==> src/hw/dispense_pkg.sv <==
// Shared constants and types for the pulse-width dispense command link.
// Assumes a single 10 MHz system clock on both ends.
package dispense_pkg;

  // Clock and timebase
  localparam int CLOCK_NS    = 100;
  localparam int TICK_MS     = 10;
  localparam int TICK_CYCLES = TICK_MS * 1000000 / CLOCK_NS;

  // Time counters are kept in timebase ticks
  localparam int TW = 17;
  typedef logic [TW-1:0] ticks_t;

  // Command bands and device timings, milliseconds as specified
  localparam int ONE_MIN_MS  = 1900;
  localparam int ONE_MAX_MS  = 2100;
  localparam int TWO_MIN_MS  = 2900;
  localparam int TWO_MAX_MS  = 3100;
  localparam int FILL_MIN_MS = 11900;
  localparam int FILL_MAX_MS = 12100;
  localparam int DASH_MS     = 15000;
  localparam int READY_MS    = 3000;
  localparam int GAP_MS      = 500;
  localparam int BLINK_MS    = 5000;
  localparam int LED_ON_MS   = 500;

  // Controller pulse widths and least spacing between commands
  localparam int ONE_W_MS     = 2000;
  localparam int TWO_W_MS     = 3000;
  localparam int FILL_W_MS    = 12000;
  localparam int ONE_SP_MS    = 22000;
  localparam int TWO_SP_MS    = 41000;
  localparam int FILL_SP_MS   = 706000;

  // Least times round up, longest times round down
  function automatic ticks_t ceil_ticks(input int ms);
    return ticks_t'((ms + TICK_MS - 1) / TICK_MS);
  endfunction

  function automatic ticks_t floor_ticks(input int ms);
    return ticks_t'(ms / TICK_MS);
  endfunction

  localparam ticks_t ONE_MIN_T  = ceil_ticks(ONE_MIN_MS);
  localparam ticks_t ONE_MAX_T  = floor_ticks(ONE_MAX_MS);
  localparam ticks_t TWO_MIN_T  = ceil_ticks(TWO_MIN_MS);
  localparam ticks_t TWO_MAX_T  = floor_ticks(TWO_MAX_MS);
  localparam ticks_t FILL_MIN_T = ceil_ticks(FILL_MIN_MS);
  localparam ticks_t FILL_MAX_T = floor_ticks(FILL_MAX_MS);
  localparam ticks_t DASH_T     = floor_ticks(DASH_MS);
  localparam ticks_t READY_T    = floor_ticks(READY_MS);
  localparam ticks_t GAP_T      = ceil_ticks(GAP_MS);
  localparam ticks_t BLINK_T    = floor_ticks(BLINK_MS);
  localparam ticks_t LED_ON_T   = floor_ticks(LED_ON_MS);
  localparam ticks_t ONE_W_T    = floor_ticks(ONE_W_MS);
  localparam ticks_t TWO_W_T    = floor_ticks(TWO_W_MS);
  localparam ticks_t FILL_W_T   = floor_ticks(FILL_W_MS);
  localparam ticks_t ONE_SP_T   = ceil_ticks(ONE_SP_MS);
  localparam ticks_t TWO_SP_T   = ceil_ticks(TWO_SP_MS);
  localparam ticks_t FILL_SP_T  = ceil_ticks(FILL_SP_MS);

  // Strokes per command
  localparam logic [5:0] ONE_STROKES  = 6'h01;
  localparam logic [5:0] TWO_STROKES  = 6'h02;
  localparam logic [5:0] FILL_STROKES = 6'h28;

  // Counterpressure display range
  localparam logic [5:0] PRESS_MIN = 6'h01;
  localparam logic [5:0] PRESS_MAX = 6'h32;

  typedef enum logic [1:0] {CMD_NONE, CMD_ONE, CMD_TWO, CMD_FILL} cmd_kind_t;

endpackage

==> src/hw/dispense_link_if.sv <==
// Single-wire command line and level-coded status line.
// Both lines are plain one-direction wires; each end syncs what it reads.
`timescale 1ns/10ps
interface dispense_link_if;
  logic cmd;
  logic status;

  modport device     (input cmd, output status);
  modport controller (output cmd, input status);
endinterface

==> src/hw/dispense_device.sv <==
// Dispensing device end: decodes command pulse widths and runs strokes.
// Assumes motor sense and pressure inputs are asynchronous to i_clock.
//
// Contract
// - High 1.9 to 2.1 s is one stroke
// - One-stroke command gives one motor run
// - High 2.9 to 3.1 s is two strokes
// - Two-stroke command gives two separate motor runs
// - Fill command gives 40 runs in succession
// - Status held high while ready, no error
// - Accept only after status high over 3 s
// - Run starts at falling edge; status low throughout
// - Run end taken from motor feedback
// - Faultless run returns status high
// - Ignore commands until 3 s after run
// - Controller spaces one-stroke commands 22 s
// - Controller spaces two-stroke commands 41 s
// - Ready code flashes while command held high
// - Green lit and pressure shown during run
// - Green blinks once per 5 s when ready
// - Fault drives error status, red flashes
// - High 11.9 to 12.1 s is fill
// - Status high 0.5 s between strokes
// - Other widths ignored; over 15 s shows dash
`timescale 1ns/10ps
module dispense_device #(
  parameter int unsigned TICK_CYCLES = dispense_pkg::TICK_CYCLES
) (
  // Clock and reset
  input  wire logic       i_clock,
  input  wire logic       i_sys_rst,
  // Link to the controller
  dispense_link_if.device link,
  // Motor sense and drive
  input  wire logic       i_motor_done,
  input  wire logic       i_motor_fault,
  input  wire logic [5:0] i_pressure,
  output logic            o_motor_run,
  // Display and indicators
  output logic            o_led_green,
  output logic            o_led_red,
  output logic            o_ready_code_flash,
  output logic            o_dash_shown,
  output logic [5:0]      o_display_value
);

  typedef enum logic [2:0] {
    ST_WAIT, ST_ARMED, ST_PULSE, ST_RUN, ST_GAP, ST_FAULT
  } dev_state_t;

  typedef struct packed {
    logic                 cmd_m;
    logic                 cmd_s;
    logic                 cmd_p;
    logic                 done_m;
    logic                 done_s;
    logic                 done_p;
    logic                 flt_m;
    logic                 flt_s;
    logic [5:0]           prs_m;
    logic [5:0]           prs_s;
    logic [16:0]          div;
    logic                 tick;
    dev_state_t           st;
    dispense_pkg::ticks_t t;
    dispense_pkg::ticks_t blink;
    logic [5:0]           left;
    logic                 status;
    logic                 motor;
    logic                 green;
    logic                 red;
    logic                 flash;
    logic                 dash;
    logic [5:0]           value;
  } dev_t;

  dev_t s_q;
  dev_t s_d;

  // Strokes for a measured width; zero when outside every band
  function automatic logic [5:0] strokes_of(input dispense_pkg::ticks_t w);
    logic [5:0] r;
    r = 6'h00;
    if (w >= dispense_pkg::ONE_MIN_T && w <= dispense_pkg::ONE_MAX_T)
      r = dispense_pkg::ONE_STROKES;
    if (w >= dispense_pkg::TWO_MIN_T && w <= dispense_pkg::TWO_MAX_T)
      r = dispense_pkg::TWO_STROKES;
    if (w >= dispense_pkg::FILL_MIN_T && w <= dispense_pkg::FILL_MAX_T)
      r = dispense_pkg::FILL_STROKES;
    return r;
  endfunction

  function automatic logic [5:0] clamp_press(input logic [5:0] p);
    logic [5:0] r;
    r = p;
    if (p < dispense_pkg::PRESS_MIN)
      r = dispense_pkg::PRESS_MIN;
    if (p > dispense_pkg::PRESS_MAX)
      r = dispense_pkg::PRESS_MAX;
    return r;
  endfunction

  always_comb begin
    s_d      = s_q;
    s_d.tick = 1'b0;

    // Two-flop synchronisers; first stages feed nothing else
    s_d.cmd_m  = link.cmd;
    s_d.cmd_s  = s_q.cmd_m;
    s_d.cmd_p  = s_q.cmd_s;
    s_d.done_m = i_motor_done;
    s_d.done_s = s_q.done_m;
    s_d.done_p = s_q.done_s;
    s_d.flt_m  = i_motor_fault;
    s_d.flt_s  = s_q.flt_m;
    s_d.prs_m  = i_pressure;
    s_d.prs_s  = s_q.prs_m;

    // 10 ms timebase
    if (s_q.div == 17'(TICK_CYCLES - 1)) begin
      s_d.div  = 17'h00000;
      s_d.tick = 1'b1;
    end else begin
      s_d.div = s_q.div + 17'h00001;
    end

    // Free-running 5 s blink phase
    if (s_q.tick) begin
      if (s_q.blink >= dispense_pkg::BLINK_T - 1'b1)
        s_d.blink = '0;
      else
        s_d.blink = s_q.blink + 1'b1;
    end

    s_d.flash = 1'b0;
    s_d.red   = 1'b0;
    s_d.value = 6'h00;

    unique case (s_q.st)
      ST_WAIT: begin
        // Holdoff after power-on or a run; pulses here are ignored
        s_d.status = 1'b1;
        s_d.motor  = 1'b0;
        s_d.green  = s_q.blink < dispense_pkg::LED_ON_T;
        if (!s_q.status)
          s_d.t = '0;
        else if (s_q.tick && s_q.t <= dispense_pkg::READY_T)
          s_d.t = s_q.t + 1'b1;
        // A pulse already high at the end of holdoff is not taken
        if (s_q.flt_s)
          s_d.st = ST_FAULT;
        else if (s_q.t > dispense_pkg::READY_T && !s_q.cmd_s)
          s_d.st = ST_ARMED;
      end
      ST_ARMED: begin
        s_d.status = 1'b1;
        s_d.green  = s_q.blink < dispense_pkg::LED_ON_T;
        if (s_q.flt_s) begin
          s_d.st = ST_FAULT;
        end else if (s_q.cmd_s && !s_q.cmd_p) begin
          s_d.st   = ST_PULSE;
          s_d.t    = '0;
          s_d.dash = 1'b0;
        end
      end
      ST_PULSE: begin
        s_d.status = 1'b1;
        s_d.green  = s_q.blink < dispense_pkg::LED_ON_T;
        s_d.flash  = s_q.cmd_s;
        // Saturate just past the dash limit so the count never wraps
        if (s_q.tick && s_q.t <= dispense_pkg::DASH_T)
          s_d.t = s_q.t + 1'b1;
        if (s_q.t > dispense_pkg::DASH_T)
          s_d.dash = 1'b1;
        if (!s_q.cmd_s) begin
          if (strokes_of(s_q.t) != 6'h00 && !s_q.dash) begin
            s_d.st     = ST_RUN;
            s_d.left   = strokes_of(s_q.t);
            s_d.motor  = 1'b1;
            s_d.status = 1'b0;
            s_d.green  = 1'b1;
          end else begin
            s_d.st = ST_ARMED;
          end
        end
      end
      ST_RUN: begin
        s_d.status = 1'b0;
        s_d.motor  = 1'b1;
        s_d.green  = 1'b1;
        s_d.value  = clamp_press(s_q.prs_s);
        if (s_q.flt_s) begin
          s_d.st    = ST_FAULT;
          s_d.motor = 1'b0;
        end else if (s_q.done_s && !s_q.done_p) begin
          s_d.motor  = 1'b0;
          s_d.status = 1'b1;
          s_d.t      = '0;
          s_d.value  = 6'h00;
          if (s_q.left > 6'h01) begin
            s_d.left = s_q.left - 6'h01;
            s_d.st   = ST_GAP;
          end else begin
            s_d.left = 6'h00;
            s_d.st   = ST_WAIT;
          end
        end
      end
      ST_GAP: begin
        s_d.status = 1'b1;
        s_d.green  = 1'b0;
        if (s_q.tick)
          s_d.t = s_q.t + 1'b1;
        if (s_q.flt_s) begin
          s_d.st = ST_FAULT;
        end else if (s_q.t >= dispense_pkg::GAP_T) begin
          s_d.st     = ST_RUN;
          s_d.motor  = 1'b1;
          s_d.status = 1'b0;
          s_d.green  = 1'b1;
        end
      end
      ST_FAULT: begin
        // Held until reset; nothing else leaves this state
        s_d.status = 1'b0;
        s_d.motor  = 1'b0;
        s_d.green  = 1'b0;
        // Red period is two lit spells long, lit for the first half
        s_d.red    = (s_q.blink % {dispense_pkg::LED_ON_T, 1'b0})
                     < dispense_pkg::LED_ON_T;
      end
      default: begin
        s_d.st = ST_FAULT;
      end
    endcase

    if (i_sys_rst) begin
      s_d        = '0;
      s_d.st     = ST_WAIT;
      s_d.status = 1'b1;
    end
  end

  always_ff @(posedge i_clock) begin
    s_q <= s_d;
  end

  assign link.status        = s_q.status;
  assign o_motor_run        = s_q.motor;
  assign o_led_green        = s_q.green;
  assign o_led_red          = s_q.red;
  assign o_ready_code_flash = s_q.flash;
  assign o_dash_shown       = s_q.dash;
  assign o_display_value    = s_q.value;

endmodule

==> src/flat_wrapper.sv <==
// flat-port wrapper written by rule: the top's interface ports become plain ports
module dispense_device_flat 
#(
  parameter int unsigned TICK_CYCLES = dispense_pkg::TICK_CYCLES
)
  (i_clock, i_sys_rst, i_motor_done, i_motor_fault, i_pressure, o_motor_run, o_led_green, o_led_red, o_ready_code_flash, o_dash_shown, o_display_value, link_cmd, link_status);
  dispense_link_if link_i ();
  input  wire logic i_clock;
  input  wire logic i_sys_rst;
  input  wire logic i_motor_done;
  input  wire logic i_motor_fault;
  input  wire logic [5:0] i_pressure;
  output logic o_motor_run;
  output logic o_led_green;
  output logic o_led_red;
  output logic o_ready_code_flash;
  output logic o_dash_shown;
  output logic [5:0] o_display_value;
  input wire logic [$bits(link_i.cmd)-1:0] link_cmd;
  output wire logic [$bits(link_i.status)-1:0] link_status;
  assign link_i.cmd = link_cmd;
  assign link_status = link_i.status;
  dispense_device #(.TICK_CYCLES(TICK_CYCLES)) u_core (.i_clock(i_clock), .i_sys_rst(i_sys_rst), .link(link_i), .i_motor_done(i_motor_done), .i_motor_fault(i_motor_fault), .i_pressure(i_pressure), .o_motor_run(o_motor_run), .o_led_green(o_led_green), .o_led_red(o_led_red), .o_ready_code_flash(o_ready_code_flash), .o_dash_shown(o_dash_shown), .o_display_value(o_display_value));
endmodule
==> config.mk <==
export PLATFORM = sky130hd
export DESIGN_NAME = dispense_device_flat
export DESIGN_NICKNAME = d
export VERILOG_FILES = /design/src/hw/dispense_pkg.sv /design/src/hw/dispense_link_if.sv /design/src/hw/dispense_device.sv /design/src/flat_wrapper.sv
export SDC_FILE = /design/constraint.sdc
export NUM_CORES = 1
export LEC_CHECK = 0
export BUFFER_PORTS_ARGS = -buffer_cell sky130_fd_sc_hd__clkbuf_2
export CORE_MARGIN = 3
export CORE_UTILIZATION = 48
export CTS_BUF_LIST = sky130_fd_sc_hd__clkbuf_8
export CTS_CLUSTER_SIZE = 28
export DETAILED_ROUTE_END_ITERATION = 12
export GPL_TIMING_DRIVEN = 0
export PLACE_DENSITY_LB_ADDON = 0.08
export SLEW_MARGIN = 25
export SYNTH_ARGS = -nofsm -noshare
export SYNTH_HDL_FRONTEND = slang
export SYNTH_SLANG_ARGS = --single-unit
==> constraint.sdc <==
create_clock -name i_clock -period 15.4 [get_ports i_clock]
set_clock_uncertainty 0.2 [all_clocks]
set_input_delay 3.85 -clock i_clock [delete_from_list [all_inputs] [get_ports i_clock]]
set_output_delay 3.85 -clock i_clock [all_outputs]
set_load 0.005 [all_outputs]
==> metrics.md, run 1 <==
| Metric | Value |
|---|---|
| Maximum vdd drop | 0.0832 mV |
| Initial antenna violation count | 0 |
| Cell leakage power | 2.50 nW |
| GR Overflow Total | 0 |
| WS Path Type | flip-flop to flip-flop |
| Mapped Area | 6440 µm² |
| Reg2reg path depth | 25 |
| Period utilization | 49.5% |
| Final setup viols | 0 |
| Number of port buffers | 22 |
| GPL Wtd Cong | 0.885 |
| Largest net degree at the start of global routing | 16 |
| Max-cap violation count | 0 |
| WHS Endpoint | u_core.s_q[56] |
| Vias in the first global route | 5723 |
| Yosys reg bits | 93 |
| R2r setup slk | 7780 ps |
| Clock share of power | 40.4% |
| Die area | 14800 µm² |
| Fmax | 0.131 GHz |
| ANT cells | 0 |
| Synth Area per Inst | 7.62 µm² |
| Io pins | 23 |
| YS warnings | 0 |
| Post-synthesis sequential area ratio | 28.9% |
| Clk slew on worst S/H paths | 90 ps |
| Hold Path Stages | 1 |
| Source of the worst hold timing path | u_core.s_q[56] |
| Startpoint Class | flip-flop |
| All-layer global routing usage | 20.9% |
| CTS tree | built |
| Gate Count Post-Synth | 845 |
| Crit path max fanout | 10 |
| Inserted Clock Buffers | 9 |
| Arrival time at the worst endpoint | 7690 ps |
| Worst slew margin | 33.2% |
| Area grow syn2layout | 8.49% |
| Antenna Nets Post-Route | 0 |
| Global-route wire length before repair | 26100 µm |
| Starting DRT DRC Count | 409 |
| Slew Limit Fails | 0 |
| Dpl cells | 1039 |
| Post-synth ARST share | 0% |
| Setup bufs post-CTS | 0 |
| CTS sink cnt | 93 |
| Clock latency on the worst-skew pair | 380 ps |
| Hold_buf cts | 0 |
| Clock Tree Buf Depth | 2 |
| DP Wirelength | 11300 µm |
| Hold Violations, Final | 0 |
| Yosys top cell by area | dfxtp_1 |
| Fin util | 54.3% |
| Reg power frac | 54.9% |
| Post-route insts no fill | 1054 |
| Worst R2R Start | u_core.s_q[24] |
| Internal Pwr Total | 0.000348 W |
| Starting Density | 50.0% |
| Required @ worst endpoint | 15470 ps |
| Root Driver | clkbuf_8 |
| Worst Hold Class | flip-flop to flip-flop |
| Status | finished clean |
| Synth top area share | 28.9% |
| Final #Nets | 896 |
| Share of post-route cells with drive strength above 1 | 11.6% |
| Wire per inst | 14.3 µm |
| Via/cell ratio | 5.78 |
| RSZ-0062 raised after global routing | no |
| Critical Path End Type | flip-flop |
| Largest cells by area after synthesis | dfxtp_1, nor2_1, a21oi_1 |
| Worst-margin pin slew | 995 ps |
| Remaining routing DRC violations | 0 |
| Fillers | 1271 |
| Sw frac | 22.8% |
| Comb power frac | 4.7% |
| CORE AREA | 12900 µm² |
| DIE HEIGHT | 122 µm |
| Syn_nets | 863 |
| Sw Pwr | 0.000103 W |
| Power per cell area | 64.6 nW/µm² |
| FP Rows | 41 |
| Die width | 122 µm |
| WL final | 15000 µm |
| EDFF count, synth | 0 |
| Top FF cell, synth | dfxtp_1 |
| Pre-Repair DR Iteration Count | 5 |
| H-tree levels | 3 |
| Tmin final | 7620 ps |
| Post-cts resize count | 0 |
| Synth cell types | 95 |
| Via count | 6089 |
| Final TNS setup | 0 ps |
| RR Endpoint | u_core.o_led_red |
[how the worst max path moves through the flow]
stage                   startpoint               end  slack (ps)  depth (start not counted)
floorplan           u_core.s_q[30]  u_core.o_led_red        8880                         26
global placement    u_core.s_q[33]  u_core.o_led_red        8020                         26
detailed placement  u_core.s_q[24]  u_core.o_led_red        7830                         25
CTS                 u_core.s_q[24]  u_core.o_led_red        7790                         25
global route        u_core.s_q[24]  u_core.o_led_red        7070                         25
finish              u_core.s_q[24]  u_core.o_led_red        7780                         25
[cell usage after synthesis (all sizes together), types with 7 or more instances]
cell type and instances:
a211oi 10, a21o 17, a21oi 58, a31oi 7, and2 13, and3 13
buf 25, clkbuf 34, dfxtp 93, ha 7, inv 28, mux2i 7
nand2 63, nand2b 8, nand3 24, nand4 9, nor2 107, nor2b 27
nor3 32, nor4 9, o211ai 10, o21a 9, o21ai 43, o22ai 7
o31ai 13, or2 8, or3 16, xnor2 32, xor2 15
[power groups by stage]
| stage | Clock (W) | Sequential, W | Combinational (W) |
|---|---|---|---|
| after floorplan | 0 | 0.000252 | 0.0000154 |
| after global placement | 0 | 0.000253 | 0.0000210 |
| after detailed placement | 0 | 0.000253 | 0.0000212 |
| after CTS | 0.000188 | 0.000248 | 0.0000213 |
| after global routing | 0.000198 | 0.000248 | 0.0000243 |
| final | 0.000182 | 0.000248 | 0.0000214 |
[final cells by class]
class                           instances  area [µm²]  area share, %
Buffer                                 59         288           4.12
Clock inverter                          5        83.8           1.20
Sequential cell                        93        1860           26.7
Timing Repair Buffer                   22         110           1.58
Clock buffer                           10         138           1.97
Tap cell                              172         215           3.08
Multi-Input combinational cell        664        4180           59.8
Inverter                               29         109           1.56
[through the flow]
step                      instance area, µm²  setup slack (ps)  power (W)  hold slack [ps]
after global placement                  6760              8020   0.000274              221
after CTS                               6990              7790   0.000457              243
final                                   6990              7780   0.000451              240
after global routing                    6990              7070   0.000471              262
after floorplan                         6440              8880   0.000268              213
after detailed placement                6760              7830   0.000274              230
[metal layers]
metal,global-route usage [%],part of all wire (%)
met4,5.18,1.3
met5,0,0
met2,35.9,48
met1,27.3,47
met3,3.81,3.4
[kinds of logic (layout without fill, tap and decap cells)]
logic type | count (synthesis) | after routing | synth area share (%)
and+or+nand+nor | 361 | 361 | 29.0
AOI/OAI and AO/OA | 234 | 234 | 25.4
DFF | 93 | 93 | 28.9
buffers and inverters | 88 | 125 | 6.16
xor gates and xnor gates | 47 | 47 | 6.80
muxes | 12 | 12 | 1.96
adders and majority gates | 10 | 10 | 1.83
[sequential cells by signal (all words and copies together) (netlist names)]
register	flops
u_core.s_q	81
u_core.o_display_value	6
u_core.link.status	1
u_core.o_dash_shown	1
u_core.o_led_green	1
u_core.o_led_red	1
u_core.o_motor_run	1
u_core.o_ready_code_flash	1
[layout by cell type (no fill, tap or decap), drive strengths merged, types with 15 or more instances in the layout]
master / count
nor2: 107
dfxtp: 93
clkbuf: 66
nand2: 63
a21oi: 58
o21ai: 43
nor3: 32
xnor2: 32
inv: 29
nor2b: 27
buf: 25
nand3: 24
a21o: 17
or3: 16
xor2: 15
[worst max-delay path, cell delays in order (launching register included)]
cell and delay (ps):
dfxtp_1 310, clkbuf_1 380, nor3_1 180, and4_1 270, o21ai_0 390, a21oi_1 190
or2_0 230, clkbuf_1 190, o311a_1 420, xnor2_1 320, o211ai_1 170, o211a_1 230
o21a_1 220, nor3_1 530, mux2_2 350, buf_2 220, nor2_1 60, a41o_1 220
a2111oi_0 580, o21ai_1 290, a211oi_1 430, nor2_1 170, xnor2_2 210, o31ai_1 110
a211o_1 320, a2111oi_2 300
No activity file was read; power rests on OpenSTA's default activity.
==> run 2, diff against run 1 <==
==> constraint.sdc (replaced) <==
create_clock -name i_clock -period 7.4 [get_ports i_clock]
set_clock_uncertainty 0.2 [all_clocks]
set_input_delay 1.85 -clock i_clock [delete_from_list [all_inputs] [get_ports i_clock]]
set_output_delay 1.85 -clock i_clock [all_outputs]
set_load 0.005 [all_outputs]
==> run 2 against run 1 <==
Sequential share of layout area is 1.1 points lower. Sequential power is 110% higher. Combinational power is 110% higher. First-iteration DRC count is 2.7% lower. Setup slack worse by 7500 ps. Clock power is 110% higher. Routed wire length is 2.5% higher. Die area stayed put. Sequential cell count stayed put. Cell area is 4.5% higher. Utilization is 2.4 points higher. Critical path type unchanged. Largest cell class unchanged.
==> metrics.md, run 2 (synthesis results as in run 1) <==
| Metric | Value |
|---|---|
| Sw frac | 22.8% |
| Tmin final | 7070 ps |
| Reg power frac | 54.9% |
| H-tree levels | 3 |
| GPL Wtd Cong | 0.885 |
| Via count | 6174 |
| Pre-Repair DR Iteration Count | 6 |
| All-layer global routing usage | 20.9% |
| Global-route wire length before repair | 26100 µm |
| Wire per inst | 14.6 µm |
| Final #Nets | 901 |
| Status | finished clean |
| Clock share of power | 40.4% |
| Number of port buffers | 22 |
| Fmax | 0.141 GHz |
| Final TNS setup | 0 ps |
| Max reg flops | 81 |
| Worst slew margin | 34.0% |
| Remaining routing DRC violations | 0 |
| Register name with the most flops | u_core.s_q |
| Root Driver | clkbuf_8 |
| Clk slew on worst S/H paths | 90 ps |
| Largest delay contributor family on the critical path | simple AND/OR/NAND/NOR gates |
| Die area | 14800 µm² |
| Share of post-route cells with drive strength above 1 | 16.3% |
| Maximum vdd drop | 0.173 mV |
| Cell leakage power | 2.61 nW |
| Inserted Clock Buffers | 9 |
| Clock latency on the worst-skew pair | 370 ps |
| Crit path max fanout | 10 |
| Area grow syn2layout | 13.4% |
| Slew Limit Fails | 0 |
| Starting Density | 50.0% |
| WHS Endpoint | u_core.s_q[56] |
| Critical Path End Type | flip-flop |
| CP max-delay cell | or4b_4 |
| ANT cells | 0 |
| WS Path Type | flip-flop to flip-flop |
| Arrival time at the worst endpoint | 7140 ps |
| Clock Tree Buf Depth | 2 |
| Starting DRT DRC Count | 398 |
| Hold Violations, Final | 0 |
| Required @ worst endpoint | 7470 ps |
| Commonest non-fill, non-tap cell in the layout | nor2_1 |
| Power per cell area | 129 nW/µm² |
| GR Overflow Total | 0 |
| Buf/Inv on CP | 4 |
| Final setup viols | 0 |
| Die width | 122 µm |
| Startpoint Class | flip-flop |
| WL final | 15400 µm |
| Hold_buf cts | 0 |
| Source of the worst hold timing path | u_core.s_q[56] |
| Period utilization | 95.5% |
| Largest net degree at the start of global routing | 16 |
| Initial antenna violation count | 0 |
| CORE AREA | 12900 µm² |
| R2r setup slk | 330 ps |
| Comb power frac | 4.7% |
| Internal Pwr Total | 0.000725 W |
| Critical Path Source | u_core.s_q[30] |
| Reg2reg path depth | 27 |
| Most frequent cells in the layout | nor2_1, dfxtp_1, nand2_1 |
| Sw Pwr | 0.000214 W |
| Worst R2R Start | u_core.s_q[30] |
| CTS tree | built |
| Slowest Stage Delay on Critical Path | 530 ps |
| Worst Hold Class | flip-flop to flip-flop |
| DIE HEIGHT | 122 µm |
| Antenna Nets Post-Route | 0 |
| DP Wirelength | 11300 µm |
| Io pins | 23 |
| Max-cap violation count | 0 |
| Dpl cells | 1039 |
| Post-route insts no fill | 1059 |
| Worst-margin pin slew | 983 ps |
| CTS sink cnt | 93 |
| FP Rows | 41 |
| RR Endpoint | u_core.o_led_red |
| Vias in the first global route | 5735 |
| Via/cell ratio | 5.83 |
| Hold Path Stages | 1 |
| Fillers | 1245 |
-- run 2: layout make-up --
cell class | count | area, µm² | area share (%)
multi-input combinational | 665 | 4420 | 60.6
sequential | 93 | 1870 | 25.6
buffer | 55 | 294 | 4.03
tap | 172 | 215 | 2.95
timing repair buffer | 30 | 170 | 2.33
clock buffer | 10 | 138 | 1.89
inverter | 29 | 109 | 1.49
clock inverter | 5 | 83.8 | 1.15
-- run 2: layer usage --
metal  track usage [%]  wire [µm]  up-vias
met5                 0          0        -
li1                  -          -     3117
met3              3.85        528       20
met2              35.9       7480      117
met1              27.2       7190     2920
met4              5.32        229        0
-- run 2: worst max-delay path by stage --
stage / slack (ps) / cells past startpoint / end
after floorplan: 880 / 26 / u_core.o_led_red
after global placement: 20 / 26 / u_core.o_led_red
after detailed placement: -170 / 25 / u_core.o_led_red
after CTS: 100 / 28 / u_core.o_led_red
after global routing: -30 / 29 / u_core.o_led_red
final: 330 / 27 / u_core.o_led_red
-- run 2: stage by stage --
step	total power (W)	worst slack [ps]	utilization [%]	area [µm²]	hold slack (ps)
final	0.000939	331	56.7	7300	240
after global routing	0.000979	-28.2	56.7	7300	262
after CTS	0.000951	103	54.4	7000	243
after detailed placement	0.000571	-172	52.5	6760	230
after global placement	0.000570	20.5	52.5	6760	221
after floorplan	0.000557	879	-	6440	213
-- run 2: what timing repair did --
item / 4_1_cts / 5_1_grt
endpoints found under the setup margin: 1 / 1
setup buffers: 0 / 8
cloned: 0 / 1
pin swaps: 0 / 14
resized for setup: 5 / 57
endpoints found under the hold margin: 0 / 0
-- run 2: power groups by stage --
stage	logic [W]	clock network (W)	registers, W
2_1_floorplan	0.0000320	0	0.000525
3_3_place_gp	0.0000438	0	0.000527
3_5_place_dp	0.0000442	0	0.000527
4_1_cts	0.0000444	0.000391	0.000515
5_1_grt	0.0000506	0.000412	0.000517
6_report	0.0000445	0.000379	0.000515
==> run 3, diff against run 2 <==
--- a/config.mk
+++ b/config.mk
@@ -13,6 +13,8 @@
 export DETAILED_ROUTE_END_ITERATION = 12
 export GPL_TIMING_DRIVEN = 0
 export PLACE_DENSITY_LB_ADDON = 0.08
+export RECOVER_POWER = 25
+export SETUP_SLACK_MARGIN = 0.02
 export SLEW_MARGIN = 25
 export SYNTH_ARGS = -nofsm -noshare
 export SYNTH_HDL_FRONTEND = slang
==> constraint.sdc (replaced) <==
create_clock -name i_clock -period 8.72 [get_ports i_clock]
set_clock_uncertainty 0.2 [all_clocks]
set_input_delay 2.18 -clock i_clock [delete_from_list [all_inputs] [get_ports i_clock]]
set_output_delay 2.18 -clock i_clock [all_outputs]
set_load 0.005 [all_outputs]
==> run 3 against run 2 <==
Worst hold slack barely moved. Critical path depth shrank 1. Critical endpoint unchanged. Sequential power fell by 15%. Count of clock-buffer cells in the layout unchanged. Largest cell class unchanged. Routed wire length decreased by 2.3%. Via count is 1.2% lower. Final cell count decreased by 0.47%. Clock power down 15%.
==> metrics.md, run 3 (synthesis results as in run 1) <==
| Metric | Value |
|---|---|
| Die width | 122 µm |
| Arrival time at the worst endpoint | 7690 ps |
| Remaining routing DRC violations | 0 |
| Worst-margin pin slew | 987 ps |
| Share of post-route cells with drive strength above 1 | 11.5% |
| Dpl cells | 1039 |
| Period utilization | 87.4% |
| Hold_buf cts | 0 |
| Wire per inst | 14.3 µm |
| Crit path max fanout | 10 |
| Multi-input logic area | 4180 µm² |
| Starting Density | 50.0% |
| Number of port buffers | 22 |
| Max-cap violation count | 0 |
| DP Wirelength | 11300 µm |
| Power per cell area | 114 nW/µm² |
| Clock latency on the worst-skew pair | 380 ps |
| Antenna Nets Post-Route | 0 |
| Max reg flops | 81 |
| All-layer global routing usage | 20.9% |
| Root Driver | clkbuf_8 |
| Via/cell ratio | 5.79 |
| Starting DRT DRC Count | 415 |
| Setup WS post-layout | 1100 ps |
| Maximum vdd drop | 0.147 mV |
| Area post-placement | 6760 µm² |
| GR Overflow Total | 0 |
| Post-cts resize count | 0 |
| Slew Limit Fails | 0 |
| Die area | 14800 µm² |
| Hold Violations, Final | 0 |
| Pre-Repair DR Iteration Count | 5 |
| Final setup viols | 0 |
| Fmax | 0.131 GHz |
| CTS sink cnt | 93 |
| Via count | 6100 |
| GPL Wtd Cong | 0.885 |
| FP Rows | 41 |
| Required @ worst endpoint | 8790 ps |
| Fillers | 1271 |
| Initial antenna violation count | 0 |
| WL final | 15100 µm |
| FF+latch area | 1860 µm² |
| Status | finished clean |
| H-tree levels | 3 |
| WS Path Type | flip-flop to flip-flop |
| Final #Nets | 896 |
| Pre-CTS setup slack | 1150 ps |
| Cell leakage power | 2.50 nW |
| Startpoint Class | flip-flop |
| CORE AREA | 12900 µm² |
| Clock Tree Buf Depth | 2 |
| Io pins | 23 |
| RSZ-0062 raised after global routing | no |
| Design Area, Final | 6980 µm² |
| Vias in the first global route | 5723 |
| Register name with the most flops | u_core.s_q |
| Clk slew on worst S/H paths | 90 ps |
| Commonest non-fill, non-tap cell in the layout | nor2_1 |
| CTS tree | built |
| Area grow syn2layout | 8.47% |
| Global-route wire length before repair | 26100 µm |
| Final TNS setup | 0 ps |
| Tmin final | 7620 ps |
| Most frequent cells in the layout | nor2_1, dfxtp_1, nand2_1 |
| Largest net degree at the start of global routing | 16 |
| Inserted Clock Buffers | 9 |
| Post-route insts no fill | 1054 |
| Worst Hold Class | flip-flop to flip-flop |
| ANT cells | 0 |
| Critical Path End Type | flip-flop |
| Worst slew margin | 33.7% |
| Setup bufs post-CTS | 0 |
| DIE HEIGHT | 122 µm |
-- run 3: changes by cell type in the layout (fill, tap and decap cells not counted), moves of 4 or more --
| cell | before | now |
|---|---|---|
| buf_2 | 6 | 11 |
| clkbuf_1 | 28 | 35 |
| dfxtp_2 | 4 | 0 |
| clkbuf_4 | 4 | 0 |
| buf_4 | 19 | 10 |
| a21oi_1 | 51 | 56 |
| o21ai_2 | 4 | 0 |
| dfxtp_1 | 89 | 93 |
-- run 3: per-stage QoR --
stage               util (%)  hold slack, ps  total power, W
floorplan                  -             213        0.000473
global placement        52.5             221        0.000484
detailed placement      52.5             230        0.000485
CTS                     54.3             243        0.000807
global route            54.2             262        0.000831
finish                  54.2             240        0.000797
-- run 3: final cells by class --
class / count / area share (%)
clock buffers: 10 / 1.97
repair buffers: 22 / 1.56
inverters: 29 / 1.56
well taps: 172 / 3.08
plain buffers: 59 / 4.12
multi-input cells: 664 / 59.9
clock inverters: 5 / 1.20
flip-flops and latches: 93 / 26.7
-- run 3: path summary, 6_finish.rpt --
path | from | endpoint | slack [ps] | cells after the start
setup / recovery | u_core.s_q[32] | u_core.o_led_red | 1100 | 26
hold / removal | u_core.s_q[56] | u_core.s_q[56] | 240 | 1
setup reg to reg | u_core.s_q[32] | u_core.o_led_red | 1100 | 26
hold reg to reg | u_core.s_q[56] | u_core.s_q[56] | 240 | 1
-- run 3: metal layers --
| metal | part of all wire, % | vias up | global-route usage (%) | routed length (µm) |
|---|---|---|---|---|
| li1 | - | 3109 | - | - |
| met1 | 48 | 2876 | 27.3 | 7200 |
| met2 | 48 | 101 | 35.9 | 7200 |
| met3 | 3.1 | 14 | 3.81 | 472 |
| met4 | 1.3 | 0 | 5.18 | 193 |
| met5 | 0 | - | 0 | 0 |
-- run 3: power breakdown --
group	switching, W	total (W)	internal (W)
Combinational	0.0000231	0.0000377	0.0000146
Clock	0.000154	0.000322	0.000169
Sequential	0.00000536	0.000437	0.000432
-- run 3: critical path: stages, from the launching register on --
cell       delay [ps]
dfxtp_1           350
buf_4             180
a21boi_1          100
a22o_1            260
or4_4             530
nand2_2           110
mux2i_1           530
o21ai_0           230
mux2_2            400
a21oi_1           420
o221ai_2          200
and3_1            230
a211o_1           240
and3_1            190
buf_6             130
mux2_2            270
buf_2             220
nor2_1             60
a41o_1            220
a2111oi_0         580
o21ai_1           290
a211oi_1          430
nor2_1            170
xnor2_2           210
o31ai_1           110
a211o_1           320
a2111oi_2         300
